**src/hw/slcr_pkg.sv**
```systemverilog
// Constants shared by the shutter and laser configuration register block.
// Assumes a 10 MHz core clock and a four-wire serial port from a controller.
package slcr_pkg;

  // ****************************************
  // Clock and timing
  // ****************************************
  localparam int unsigned CLK_FREQ_KHZ = 10000;
  // Laser pin test pulse length, high and low phase each
  localparam int unsigned LASER_PULSE_NS = 12000;
  localparam int unsigned LASER_PULSE_CYC_RAW = (LASER_PULSE_NS * CLK_FREQ_KHZ) / 1000000;
  localparam int unsigned LASER_PULSE_CYC = (LASER_PULSE_CYC_RAW < 1) ? 1 : LASER_PULSE_CYC_RAW;
  localparam int unsigned LASER_CNT_W = 8;
  // Frame ticks the busy flag stands after a bound commit
  localparam logic [1:0] BUSY_FRAMES = 2'h2;

  // ****************************************
  // Register addresses
  // ****************************************
  localparam logic [6:0] ADDR_SILICON_REV = 7'h01;
  localparam logic [6:0] ADDR_FRAME_MAX_UPPER = 7'h1A;
  localparam logic [6:0] ADDR_SHUT_LO = 7'h1D;
  localparam logic [6:0] ADDR_SHUT_HI = 7'h1E;
  localparam logic [6:0] ADDR_FW_REV = 7'h1F;
  localparam logic [6:0] ADDR_LASER_CFG = 7'h2C;
  localparam logic [6:0] ADDR_LASER_CMP = 7'h2D;

  // ****************************************
  // Reset values and fields
  // ****************************************
  localparam logic [7:0] SHUT_LO_RST = 8'h20;
  localparam logic [7:0] SHUT_HI_RST = 8'h4E;
  localparam logic [7:0] LASER_CFG_RST = 8'h7F;
  localparam logic [7:0] LASER_CMP_RST = 8'h80;
  localparam int unsigned LASER_MATCH_BIT = 7;
  localparam int unsigned SPI_WRITE_BIT = 7;
  // Largest code, lowest relative laser current
  localparam logic [6:0] LASER_CODE_MIN = 7'h7F;

  // ****************************************
  // State types
  // ****************************************
  typedef enum logic {SLCR_SP_ADDR, SLCR_SP_DATA} slcr_spi_phase_t;
  typedef enum logic [1:0] {SLCR_LT_NORMAL, SLCR_LT_HIGH, SLCR_LT_LOW, SLCR_LT_FAULT}
    slcr_lt_state_t;

endpackage

```
**src/hw/slcr_laser_test.sv**
```systemverilog
// Laser drive pin fault tester and normal pin driver.
// Assumes start is a one-cycle pulse on the same clock; sense comes from the pin.
`timescale 1ns/1ns
module slcr_laser_test #(
  parameter int unsigned PULSE_CYC = slcr_pkg::LASER_PULSE_CYC
) (
  // Clock and reset
  input wire logic clk_i,
  input wire logic nrst_i,
  // Control
  input wire logic start_i,
  input wire logic drive_req_i,
  input wire logic sense_i,
  // Pins and status
  output logic drive_o,
  output logic enable_n_o,
  output logic fault_o,
  output logic testing_o
);

  // ****************************************
  // Checks and state
  // ****************************************
  // Pulse length must fit the phase counter
  if (PULSE_CYC < 1 || PULSE_CYC >= (1 << slcr_pkg::LASER_CNT_W)) begin : g_bad_pulse
    $error("PULSE_CYC out of range");
  end

  localparam logic [slcr_pkg::LASER_CNT_W-1:0] LAST =
    slcr_pkg::LASER_CNT_W'(PULSE_CYC - 1);

  typedef struct packed {
    logic [1:0] sense_s;
    slcr_pkg::slcr_lt_state_t state;
    logic [slcr_pkg::LASER_CNT_W-1:0] cnt;
    logic drive;
    logic enable_n;
    logic fault;
  } slcr_lt_t;

  slcr_lt_t s_r;
  slcr_lt_t s_nxt;

  // ****************************************
  // Next state
  // ****************************************
  always_comb begin
    s_nxt = s_r;
    s_nxt.sense_s = {s_r.sense_s[0], sense_i};
    s_nxt.cnt = s_r.cnt + 1'b1;
    unique case (s_r.state)
      slcr_pkg::SLCR_LT_NORMAL: begin
        s_nxt.cnt = '0;
      end
      // high pulse phase
      slcr_pkg::SLCR_LT_HIGH: begin
        if (s_r.cnt == LAST) begin
          s_nxt.cnt = '0;
          // stuck low check
          s_nxt.state = s_r.sense_s[1] ? slcr_pkg::SLCR_LT_LOW : slcr_pkg::SLCR_LT_FAULT;
        end
      end
      // low pulse phase
      slcr_pkg::SLCR_LT_LOW: begin
        if (s_r.cnt == LAST) begin
          s_nxt.cnt = '0;
          // stuck high check
          s_nxt.state = s_r.sense_s[1] ? slcr_pkg::SLCR_LT_FAULT : slcr_pkg::SLCR_LT_NORMAL;
        end
      end
      slcr_pkg::SLCR_LT_FAULT: begin
        s_nxt.cnt = '0;
      end
    endcase
    // any laser config write restarts test
    if (start_i) begin
      s_nxt.state = slcr_pkg::SLCR_LT_HIGH;
      s_nxt.cnt = '0;
    end
    // Registered pin levels for the coming state
    unique case (s_nxt.state)
      slcr_pkg::SLCR_LT_NORMAL: begin
        s_nxt.drive = drive_req_i;
        s_nxt.enable_n = 1'b0;
      end
      slcr_pkg::SLCR_LT_HIGH: begin
        s_nxt.drive = 1'b1;
        s_nxt.enable_n = 1'b1;
      end
      slcr_pkg::SLCR_LT_LOW: begin
        s_nxt.drive = 1'b0;
        s_nxt.enable_n = 1'b1;
      end
      slcr_pkg::SLCR_LT_FAULT: begin
        s_nxt.drive = 1'b0;
        s_nxt.enable_n = 1'b1;
      end
    endcase
    // latched fault
    s_nxt.fault = (s_nxt.state == slcr_pkg::SLCR_LT_FAULT);
  end

  // State register
  always_ff @(posedge clk_i or negedge nrst_i) begin
    if (!nrst_i) begin
      s_r <= '{sense_s: 2'h0, state: slcr_pkg::SLCR_LT_NORMAL, cnt: '0,
               drive: 1'b0, enable_n: 1'b0, fault: 1'b0};
    end else begin
      s_r <= s_nxt;
    end
  end

  // Outputs
  assign drive_o = s_r.drive;
  assign enable_n_o = s_r.enable_n;
  assign fault_o = s_r.fault;
  assign testing_o = (s_r.state == slcr_pkg::SLCR_LT_HIGH) || (s_r.state == slcr_pkg::SLCR_LT_LOW);

endmodule

```
**src/hw/slcr_regs.sv**
```systemverilog
// Shutter limit, firmware revision and laser drive configuration registers.
// Assumes a controller on the four-wire serial port, idle-high serial clock,
// data sampled on rising edges, address byte (bit 7 set for write) then data.
//
// Summary of operation
// Auto exposure never exceeds shutter limit
// Shutter limit is two-byte 16-bit value
// Controller reads upper byte before lower
// Controller writes lower, upper, then bound
// Manual exposure uses the limit directly
// Reads immediate; use waits for bound write
// Controller waits two frames before rewriting
// Busy shown while new bounds apply
// Controller keeps frame bounds consistent
// Firmware revision reads zero unless running
// Silicon revision has its own register
// Bit 7 match, bits 6-0 DAC
// Each code step lowers current slightly
// Laser config write starts pin test
// Test: enable high, pin pulses high, low
// Bad complement forces minimum laser current
// Laser pair writable in either order
// Fault keeps laser off, latched
// Unmapped bits zero, read-only writes ignored
`timescale 1ns/1ns
module slcr_regs #(
  // Arbitrary value, no meaning
  parameter logic [7:0] SILICON_REV = 8'h5A
) (
  // Clock and reset
  input wire logic CLK_I,
  input wire logic NRST_I,
  // Serial port
  input wire logic NCS_N_I,
  input wire logic SCLK_I,
  input wire logic MOSI_I,
  output logic MISO_O,
  output logic MISO_OE_O,
  // Firmware status
  input wire logic DOWNLOADED_FIRMWARE_OK_I,
  input wire logic [7:0] DOWNLOADED_FIRMWARE_REV_I,
  // Exposure control
  input wire logic AUTO_EXPOSURE_CONTROL_I,
  input wire logic [15:0] SHUTTER_REQ_I,
  input wire logic FRAME_TICK_I,
  output logic [15:0] SHUTTER_O,
  output logic BUSY_O,
  // Laser
  input wire logic LASER_DRV_REQ_I,
  input wire logic LASER_SENSE_I,
  output logic LASER_DRIVE_PIN_O,
  output logic LASER_ENABLE_N_PIN_O,
  output logic [6:0] LASER_CURRENT_CODE_O,
  output logic LASER_MATCH_O,
  output logic LASER_FAULT_O,
  output logic LASER_TEST_O
);

  // ****************************************
  // Elaboration checks
  // ****************************************
  // Busy count needs at least one frame
  if (slcr_pkg::BUSY_FRAMES == 2'h0) begin : g_bad_busy
    $error("BUSY_FRAMES must be nonzero");
  end
  // Match bit must sit above the 7-bit code
  if (slcr_pkg::LASER_MATCH_BIT != 7) begin : g_bad_match
    $error("LASER_MATCH_BIT must be 7");
  end

  // ****************************************
  // Register map
  // ****************************************
  // Address byte bit 7 set marks a write
  // 01 silicon revision, read only
  // 1A bound commit, data not kept
  // 1D, 1E staged shutter limit bytes
  // 1F firmware revision, read only
  // 2C laser config, write starts pin test
  // 2D laser complement
  // Other addresses read zero, writes dropped

  // ****************************************
  // State
  // ****************************************
  typedef struct packed {
    logic [2:0] sclk_s;
    logic [1:0] ncs_s;
    logic [1:0] mosi_s;
    slcr_pkg::slcr_spi_phase_t phase;
    logic [2:0] bit_cnt;
    logic [7:0] rx;
    logic [6:0] addr;
    logic wr;
    logic [7:0] tx;
    logic [7:0] shut_lo;
    logic [7:0] shut_hi;
    logic [15:0] shut_act;
    logic [1:0] busy_cnt;
    logic busy;
    logic [7:0] las_cfg;
    logic [7:0] las_cmp;
    logic test_start;
    logic [15:0] shutter;
    logic [6:0] laser_code;
    logic laser_match;
  } slcr_regs_t;

  slcr_regs_t s_r;
  slcr_regs_t s_nxt;

  logic sclk_rise;
  logic sclk_fall;
  logic cs_active;
  logic [7:0] rx_shift;
  // High in the cycle a bound write commits the limit
  logic commit;

  // ****************************************
  // Read decode
  // ****************************************
  function automatic logic [7:0] read_mux(input logic [6:0] a, input slcr_regs_t s,
                                          input logic fw_ok, input logic [7:0] fw_rev);
    logic [7:0] d;
    d = 8'h00;
    unique case (a)
      // silicon revision register
      slcr_pkg::ADDR_SILICON_REV: d = SILICON_REV;
      // staged value reads back
      slcr_pkg::ADDR_SHUT_LO: d = s.shut_lo;
      slcr_pkg::ADDR_SHUT_HI: d = s.shut_hi;
      // revision only when running
      slcr_pkg::ADDR_FW_REV: d = fw_ok ? fw_rev : 8'h00;
      slcr_pkg::ADDR_LASER_CFG: d = s.las_cfg;
      slcr_pkg::ADDR_LASER_CMP: d = s.las_cmp;
      // unmapped reads zero
      default: d = 8'h00;
    endcase
    return d;
  endfunction

  // ****************************************
  // Serial pin decode
  // ****************************************
  // Edge detect on the synchronised serial clock
  assign sclk_rise = s_r.sclk_s[1] & ~s_r.sclk_s[2];
  assign sclk_fall = ~s_r.sclk_s[1] & s_r.sclk_s[2];
  assign cs_active = ~s_r.ncs_s[1];
  assign rx_shift = {s_r.rx[6:0], s_r.mosi_s[1]};

  // ****************************************
  // Next state
  // ****************************************
  always_comb begin
    s_nxt = s_r;
    s_nxt.test_start = 1'b0;
    commit = 1'b0;
    // Two-flop synchronisers for the serial pins
    s_nxt.sclk_s = {s_r.sclk_s[1:0], SCLK_I};
    s_nxt.ncs_s = {s_r.ncs_s[0], NCS_N_I};
    s_nxt.mosi_s = {s_r.mosi_s[0], MOSI_I};

    // Serial receive and transmit
    if (!cs_active) begin
      s_nxt.phase = slcr_pkg::SLCR_SP_ADDR;
      s_nxt.bit_cnt = 3'h0;
      s_nxt.tx = 8'h00;
    end else if (sclk_rise) begin
      s_nxt.rx = rx_shift;
      s_nxt.bit_cnt = s_r.bit_cnt + 3'h1;
      if (s_r.bit_cnt == 3'h7) begin
        if (s_r.phase == slcr_pkg::SLCR_SP_ADDR) begin
          s_nxt.addr = rx_shift[6:0];
          s_nxt.wr = rx_shift[slcr_pkg::SPI_WRITE_BIT];
          s_nxt.phase = slcr_pkg::SLCR_SP_DATA;
          s_nxt.tx = rx_shift[slcr_pkg::SPI_WRITE_BIT] ? 8'h00 :
            read_mux(rx_shift[6:0], s_r, DOWNLOADED_FIRMWARE_OK_I, DOWNLOADED_FIRMWARE_REV_I);
        end else begin
          s_nxt.phase = slcr_pkg::SLCR_SP_ADDR;
          s_nxt.tx = 8'h00;
          if (s_r.wr) begin
            // read-only and unmapped writes dropped
            unique case (s_r.addr)
              // staged 16-bit limit bytes
              slcr_pkg::ADDR_SHUT_LO: s_nxt.shut_lo = rx_shift;
              slcr_pkg::ADDR_SHUT_HI: s_nxt.shut_hi = rx_shift;
              // bound write commits limit
              slcr_pkg::ADDR_FRAME_MAX_UPPER: begin
                s_nxt.shut_act = {s_r.shut_hi, s_r.shut_lo};
                commit = 1'b1;
                // busy while applying
                s_nxt.busy = 1'b1;
                s_nxt.busy_cnt = 2'h0;
              end
              // launch pin test
              slcr_pkg::ADDR_LASER_CFG: begin
                s_nxt.las_cfg = rx_shift;
                s_nxt.test_start = 1'b1;
              end
              // either order accepted
              slcr_pkg::ADDR_LASER_CMP: s_nxt.las_cmp = rx_shift;
              default: begin
              end
            endcase
          end
        end
      end
    end else if (sclk_fall && s_r.phase == slcr_pkg::SLCR_SP_DATA && s_r.bit_cnt != 3'h0) begin
      // Next read bit after each sampled rising edge
      s_nxt.tx = {s_r.tx[6:0], 1'b0};
    end

    // busy clears after two frames, a fresh commit restarts the count
    if (s_r.busy && FRAME_TICK_I && !commit) begin
      if (s_r.busy_cnt == slcr_pkg::BUSY_FRAMES - 2'h1) begin
        s_nxt.busy = 1'b0;
      end else begin
        s_nxt.busy_cnt = s_r.busy_cnt + 2'h1;
      end
    end

    // auto mode clamps to limit
    if (AUTO_EXPOSURE_CONTROL_I) begin
      s_nxt.shutter = (SHUTTER_REQ_I > s_r.shut_act) ? s_r.shut_act : SHUTTER_REQ_I;
    end else begin
      // manual mode uses limit
      s_nxt.shutter = s_r.shut_act;
    end

    // complement check on pair
    if (s_r.las_cmp == ~s_r.las_cfg) begin
      // DAC code from low bits
      s_nxt.laser_code = s_r.las_cfg[6:0];
    end else begin
      // largest code, minimum current
      s_nxt.laser_code = slcr_pkg::LASER_CODE_MIN;
    end
    // bin match bit
    s_nxt.laser_match = s_r.las_cfg[slcr_pkg::LASER_MATCH_BIT];
  end

  // ****************************************
  // State register
  // ****************************************
  always_ff @(posedge CLK_I or negedge NRST_I) begin
    if (!NRST_I) begin
      s_r <= '{
        sclk_s: 3'h7,
        ncs_s: 2'h3,
        mosi_s: 2'h0,
        phase: slcr_pkg::SLCR_SP_ADDR,
        bit_cnt: 3'h0,
        rx: 8'h00,
        addr: 7'h00,
        wr: 1'b0,
        tx: 8'h00,
        shut_lo: slcr_pkg::SHUT_LO_RST,
        shut_hi: slcr_pkg::SHUT_HI_RST,
        shut_act: {slcr_pkg::SHUT_HI_RST, slcr_pkg::SHUT_LO_RST},
        busy_cnt: 2'h0,
        busy: 1'b0,
        las_cfg: slcr_pkg::LASER_CFG_RST,
        las_cmp: slcr_pkg::LASER_CMP_RST,
        test_start: 1'b0,
        shutter: {slcr_pkg::SHUT_HI_RST, slcr_pkg::SHUT_LO_RST},
        laser_code: slcr_pkg::LASER_CFG_RST[6:0],
        laser_match: slcr_pkg::LASER_CFG_RST[slcr_pkg::LASER_MATCH_BIT]
      };
    end else begin
      s_r <= s_nxt;
    end
  end

  // ****************************************
  // Laser pin tester
  // ****************************************
  // pulse sequence and pin control
  slcr_laser_test #(
    .PULSE_CYC(slcr_pkg::LASER_PULSE_CYC)
  ) u_laser_test (
    .clk_i(CLK_I),
    .nrst_i(NRST_I),
    .start_i(s_r.test_start),
    .drive_req_i(LASER_DRV_REQ_I),
    .sense_i(LASER_SENSE_I),
    .drive_o(LASER_DRIVE_PIN_O),
    .enable_n_o(LASER_ENABLE_N_PIN_O),
    .fault_o(LASER_FAULT_O),
    .testing_o(LASER_TEST_O)
  );

  // ****************************************
  // Outputs
  // ****************************************
  // Serial data out, driven while selected
  assign MISO_O = s_r.tx[7];
  assign MISO_OE_O = cs_active;
  // Exposure and laser settings
  assign SHUTTER_O = s_r.shutter;
  assign BUSY_O = s_r.busy;
  assign LASER_CURRENT_CODE_O = s_r.laser_code;
  assign LASER_MATCH_O = s_r.laser_match;

endmodule

```
**config.mk**
```make
export PLATFORM = sky130hd
export DESIGN_NAME = slcr_regs
export DESIGN_NICKNAME = d
export VERILOG_FILES = /design/src/hw/slcr_pkg.sv /design/src/hw/slcr_laser_test.sv /design/src/hw/slcr_regs.sv
export SDC_FILE = /design/constraint.sdc
export NUM_CORES = 1
export LEC_CHECK = 0
export ABC_CLOCK_PERIOD_IN_PS = 2700
export BUFFER_PORTS_ARGS = -buffer_cell sky130_fd_sc_hd__buf_2
export CORE_ASPECT_RATIO = 0.9
export CORE_MARGIN = 2
export CORE_UTILIZATION = 25
export DETAILED_ROUTE_END_ITERATION = 8
export GPL_TIMING_DRIVEN = 0
export PLACE_DENSITY_LB_ADDON = 0.1
export SYNTH_ARGS = -nofsm -noshare
export SYNTH_HDL_FRONTEND = slang
export SYNTH_SLANG_ARGS = --single-unit
```
**constraint.sdc**
```tcl
create_clock -name CLK_I -period 2.7 [get_ports CLK_I]
set_input_delay 0.54 -clock CLK_I [delete_from_list [all_inputs] [get_ports CLK_I]]
set_output_delay 0.54 -clock CLK_I [all_outputs]
set_load 0.05 [all_outputs]
```
==> flow_summary.ini <==
[setup_path]
setup.worst_path.class = register to register
cp.arrival_ps = 2780
critical_path_required_ps = 2970
critPathMaxStageDelay_ps = 550
r2r-end = SHUTTER_O[13]$_DFF_PN0_
r2r_start = s_r[55]$_DFFE_PN1P_
critical-path-top-delay-family = compound AO/OA/AOI/OAI gates
critPathLaunchType = register
critical_path_buf_inv_count = 2
crit_path_top_delay_cell = dfstp_2
worstPathCellList = inv_1, ha_1, a21oi_1, o21ai_0, a211o_1, clkbuf_1, o311ai_0, o31ai_1
rrSetupSlack_ps = 180
cp-end-kind = register
ff2ff_path_depth = 8
cp_max_fo = 10

[clock_network]
clockRootBuffer = clkbuf_16
clockBufferDepth = 2
cts_tree = done
worstSkewPairLatency_ps = 410
clock-sinks = 125
h-tree-depth = 4
clkTransAtPathRegs_ps = 60
cts_buffers = 17
post-cts-setup-buffers = 0
ctsHoldBuffers = 0

[drt]
met3WireLength_um = 571
routedWlPerCell_um = 16.2
drcViolationCount = 0
ant_nets = 0
vias_per_cell = 4.51
wl_met1_um = 7970
drtIter0Drc = 172
dr_wl_met2_um = 6620
vias = 4240
dr.pass1.iters = 4
topRoutingLayerUsed = met4
drt-total-wl_um = 15300

[global_routing]
grt_pass1_vias = 4424
grt_max_degree = 69
grt_antenna_before_repair = 0
grt_usage_pct = 12.4
grt_pass1_wl_um = 24800
overflow = 0

[power_and_ir_drop]
power.density_nw_per_um2 = 658
p_clk_share_pct = 50.4
power_switching_mw = 1.24
seq_power_share_pct = 41.3
combPwrFrac_pct = 8.2
peakVddDrop_mv = 0.343
intPower_mw = 3.72
switching_share_pct = 25.1
power.leakage_nw = 3.49
power.total_mw = 4.96

[floorplanning]
core-area_um2 = 24200
die_y_um = 153
ioPinCount = 65
die_w_um = 169
start_util_pct = 25.4
fp-row-count = 54
die_area_um2 = 25900

[sta]
finalSetupViolCount = 0
slew_headroom_pct = 53.5
period_minus_slack_ps = 2520
hold_violations = 0
fmax_ghz = 0.398
fin_crit_sh_pct = 93.2
drv_slew = 0
worstMarginPinSlew_ps = 695
fin_worst_skew_ps = 9.37
rsz0062_at_grt = false

[finish]
n_fill_cell = 2480
final_util_pct = 31.2
nets = 676
drive_gt1_share_pct = 36.0
insertedDiodeCount = 0
multiInputGateArea_um2 = 2520
syn_to_final_growth_pct = 22.7
seqCellArea_um2 = 3170

[hold_path]
hp-class = primary input to asynchronous set/reset pin

[logic_synthesis]
synth_area_leaders = dfrtp_1, dfstp_2, mux2_2, ha_1, inv_1
synth-edff-count = 0
avgSynthCellArea_um2 = 11.4
synth_area_um2 = 6140
yosys_warnings = 0
yosys.area.top_type = dfrtp_1
synthArstFlopShare_pct = 100
ys_types = 56
synth_ff_type = dfrtp_1
syn_inst = 537
ys_ff_latch = 125
ys_seq_area_share_pct = 51.6
yosysTopAreaCellShare_pct = 36.7
syn-num-nets = 593

[place]
io_buffers = 63
place_hpwl_um = 11200
globalplace.congestion = 0.802

[run]
cap_viol_max_count = 0

[status]
status = finished, final reports clean
[final cells by class]
| class | instances | area share [%] |
|---|---|---|
| clock inverter | 15 | 2.94 |
| inverter | 52 | 2.59 |
| timing repair buffer | 64 | 4.63 |
| sequential | 125 | 42.1 |
| clock buffer | 17 | 5.64 |
| buffer | 44 | 3.55 |
| multi-input combinational | 316 | 33.5 |
| tap | 308 | 5.11 |
[worst max-delay path by stage]
stage          slack, ps                       to                start  depth (start not counted)
3_3_place_gp        -710     s_r[103]$_DFFE_PN0P_               NRST_I                          1
6_report             180  SHUTTER_O[13]$_DFF_PN0_  s_r[55]$_DFFE_PN1P_                          8
2_1_floorplan        560  SHUTTER_O[12]$_DFF_PN0_    SHUTTER_REQ_I[15]                          7
5_1_grt                6   SHUTTER_O[5]$_DFF_PN1_  s_r[55]$_DFFE_PN1P_                          8
3_5_place_dp         -30   SHUTTER_O[7]$_DFF_PN0_    SHUTTER_REQ_I[10]                          8
4_1_cts               40   SHUTTER_O[7]$_DFF_PN0_  s_r[55]$_DFFE_PN1P_                          8
[flip-flops by register name, indices dropped and copies added, names as in the netlist]
| register | flops |
|---|---|
| LASER_CURRENT_CODE_O | 7 |
| rx_shift | 8 |
| s_nxt | 5 |
| u_laser_test.drive_o | 1 |
| LASER_MATCH_O | 1 |
| u_laser_test.enable_n_o | 1 |
| u_laser_test.s_nxt | 1 |
| BUSY_O | 1 |
| u_laser_test.fault_o | 1 |
| s_r | 71 |
| MISO_O | 1 |
| u_laser_test.s_r | 11 |
| SHUTTER_O | 16 |
[layer usage]
layer	GRT usage, %	vias to the layer above
met2	17.9	63
met4	3.79	0
li1	-	2069
met1	18.3	2097
met5	0	-
met3	2.96	11
[repair_timing]
action / 4_1_cts / 5_1_grt
resized for setup: 0 / 6
hold endpoints to repair: 0 / 0
endpoints found under the setup margin: 0 / 10
[cell usage in the layout, fill, tap and decap left out, types with 3 or more instances in the layout]
cell type,n
o22ai_1,4
clkinv_2,4
bufinv_16,5
dfrtp_1,90
ha_1,22
dfstp_2,35
mux2i_1,13
buf_2,65
buf_4,24
xor2_1,11
or3_1,8
nor2_1,24
nand3_1,12
and4_1,4
nand4_1,11
o31ai_1,17
a22oi_1,8
inv_1,51
and3b_1,4
nor3_1,3
nor2b_1,7
a2bb2oi_1,4
a221o_1,3
a21oi_1,19
clkinv_4,5
clkbuf_16,17
o21ai_0,13
xnor2_1,5
mux2_2,56
o311ai_0,14
clkbuf_1,14
nand2_1,18
o221ai_1,4
[synth_stat cells, types with 3 or more instances]
master and n:
dfstp_2 35, nand3_1 12, nor2b_1 7, buf_4 24
buf_2 3, dfrtp_1 90, or3_1 8, o221ai_1 4
o311ai_0 16, a2bb2oi_1 4, nor2_1 24, mux2i_1 13
o31ai_1 17, a221o_1 3, clkbuf_1 15, o21ai_0 13
and3b_1 4, inv_1 51, o22ai_1 4, a22oi_1 8
nand4_1 11, nand2_1 18, xnor2_1 5, and4_1 4
mux2_2 56, ha_1 22, xor2_1 11, nor3_1 3
a21oi_1 19
[metrics by stage]
step	instances	worst slack, ps	hold slack (ps)	setup TNS, ps	area [µm²]
6_report	941	184	105	0	7540
5_1_grt	941	5.55	138	0	7540
4_1_cts	941	44.8	108	0	7530
3_5_place_dp	909	-30.1	336	-55.6	6880
3_3_place_gp	908	-713	332	-62870	6850
2_1_floorplan	537	561	244	0	6140
[power by group through the flow]
stage               Sequential [mW]  Clock, mW  Combinational (mW)
finish                         2.05       2.50               0.409
global route                   2.06       2.67               0.457
detailed placement             2.09          0               0.411
global placement               2.08          0               0.402
CTS                            2.05       2.58               0.412
floorplan                      2.03          0               0.247
[cells by family (layout without fill, tap and decap cells)]
logic type,count (synthesis),after routing,synth area share [%]
AND/OR/NAND/NOR,110,110,10.4
AO/OA/AOI/OAI,99,99,11.3
adder cells (fa/ha/maj),22,22,4.48
flip-flops,125,125,51.6
multiplexers,69,69,12.4
buffers and inverters,96,192,7.51
XOR/XNOR,16,16,2.28
Power figures use the tool's default switching activity.
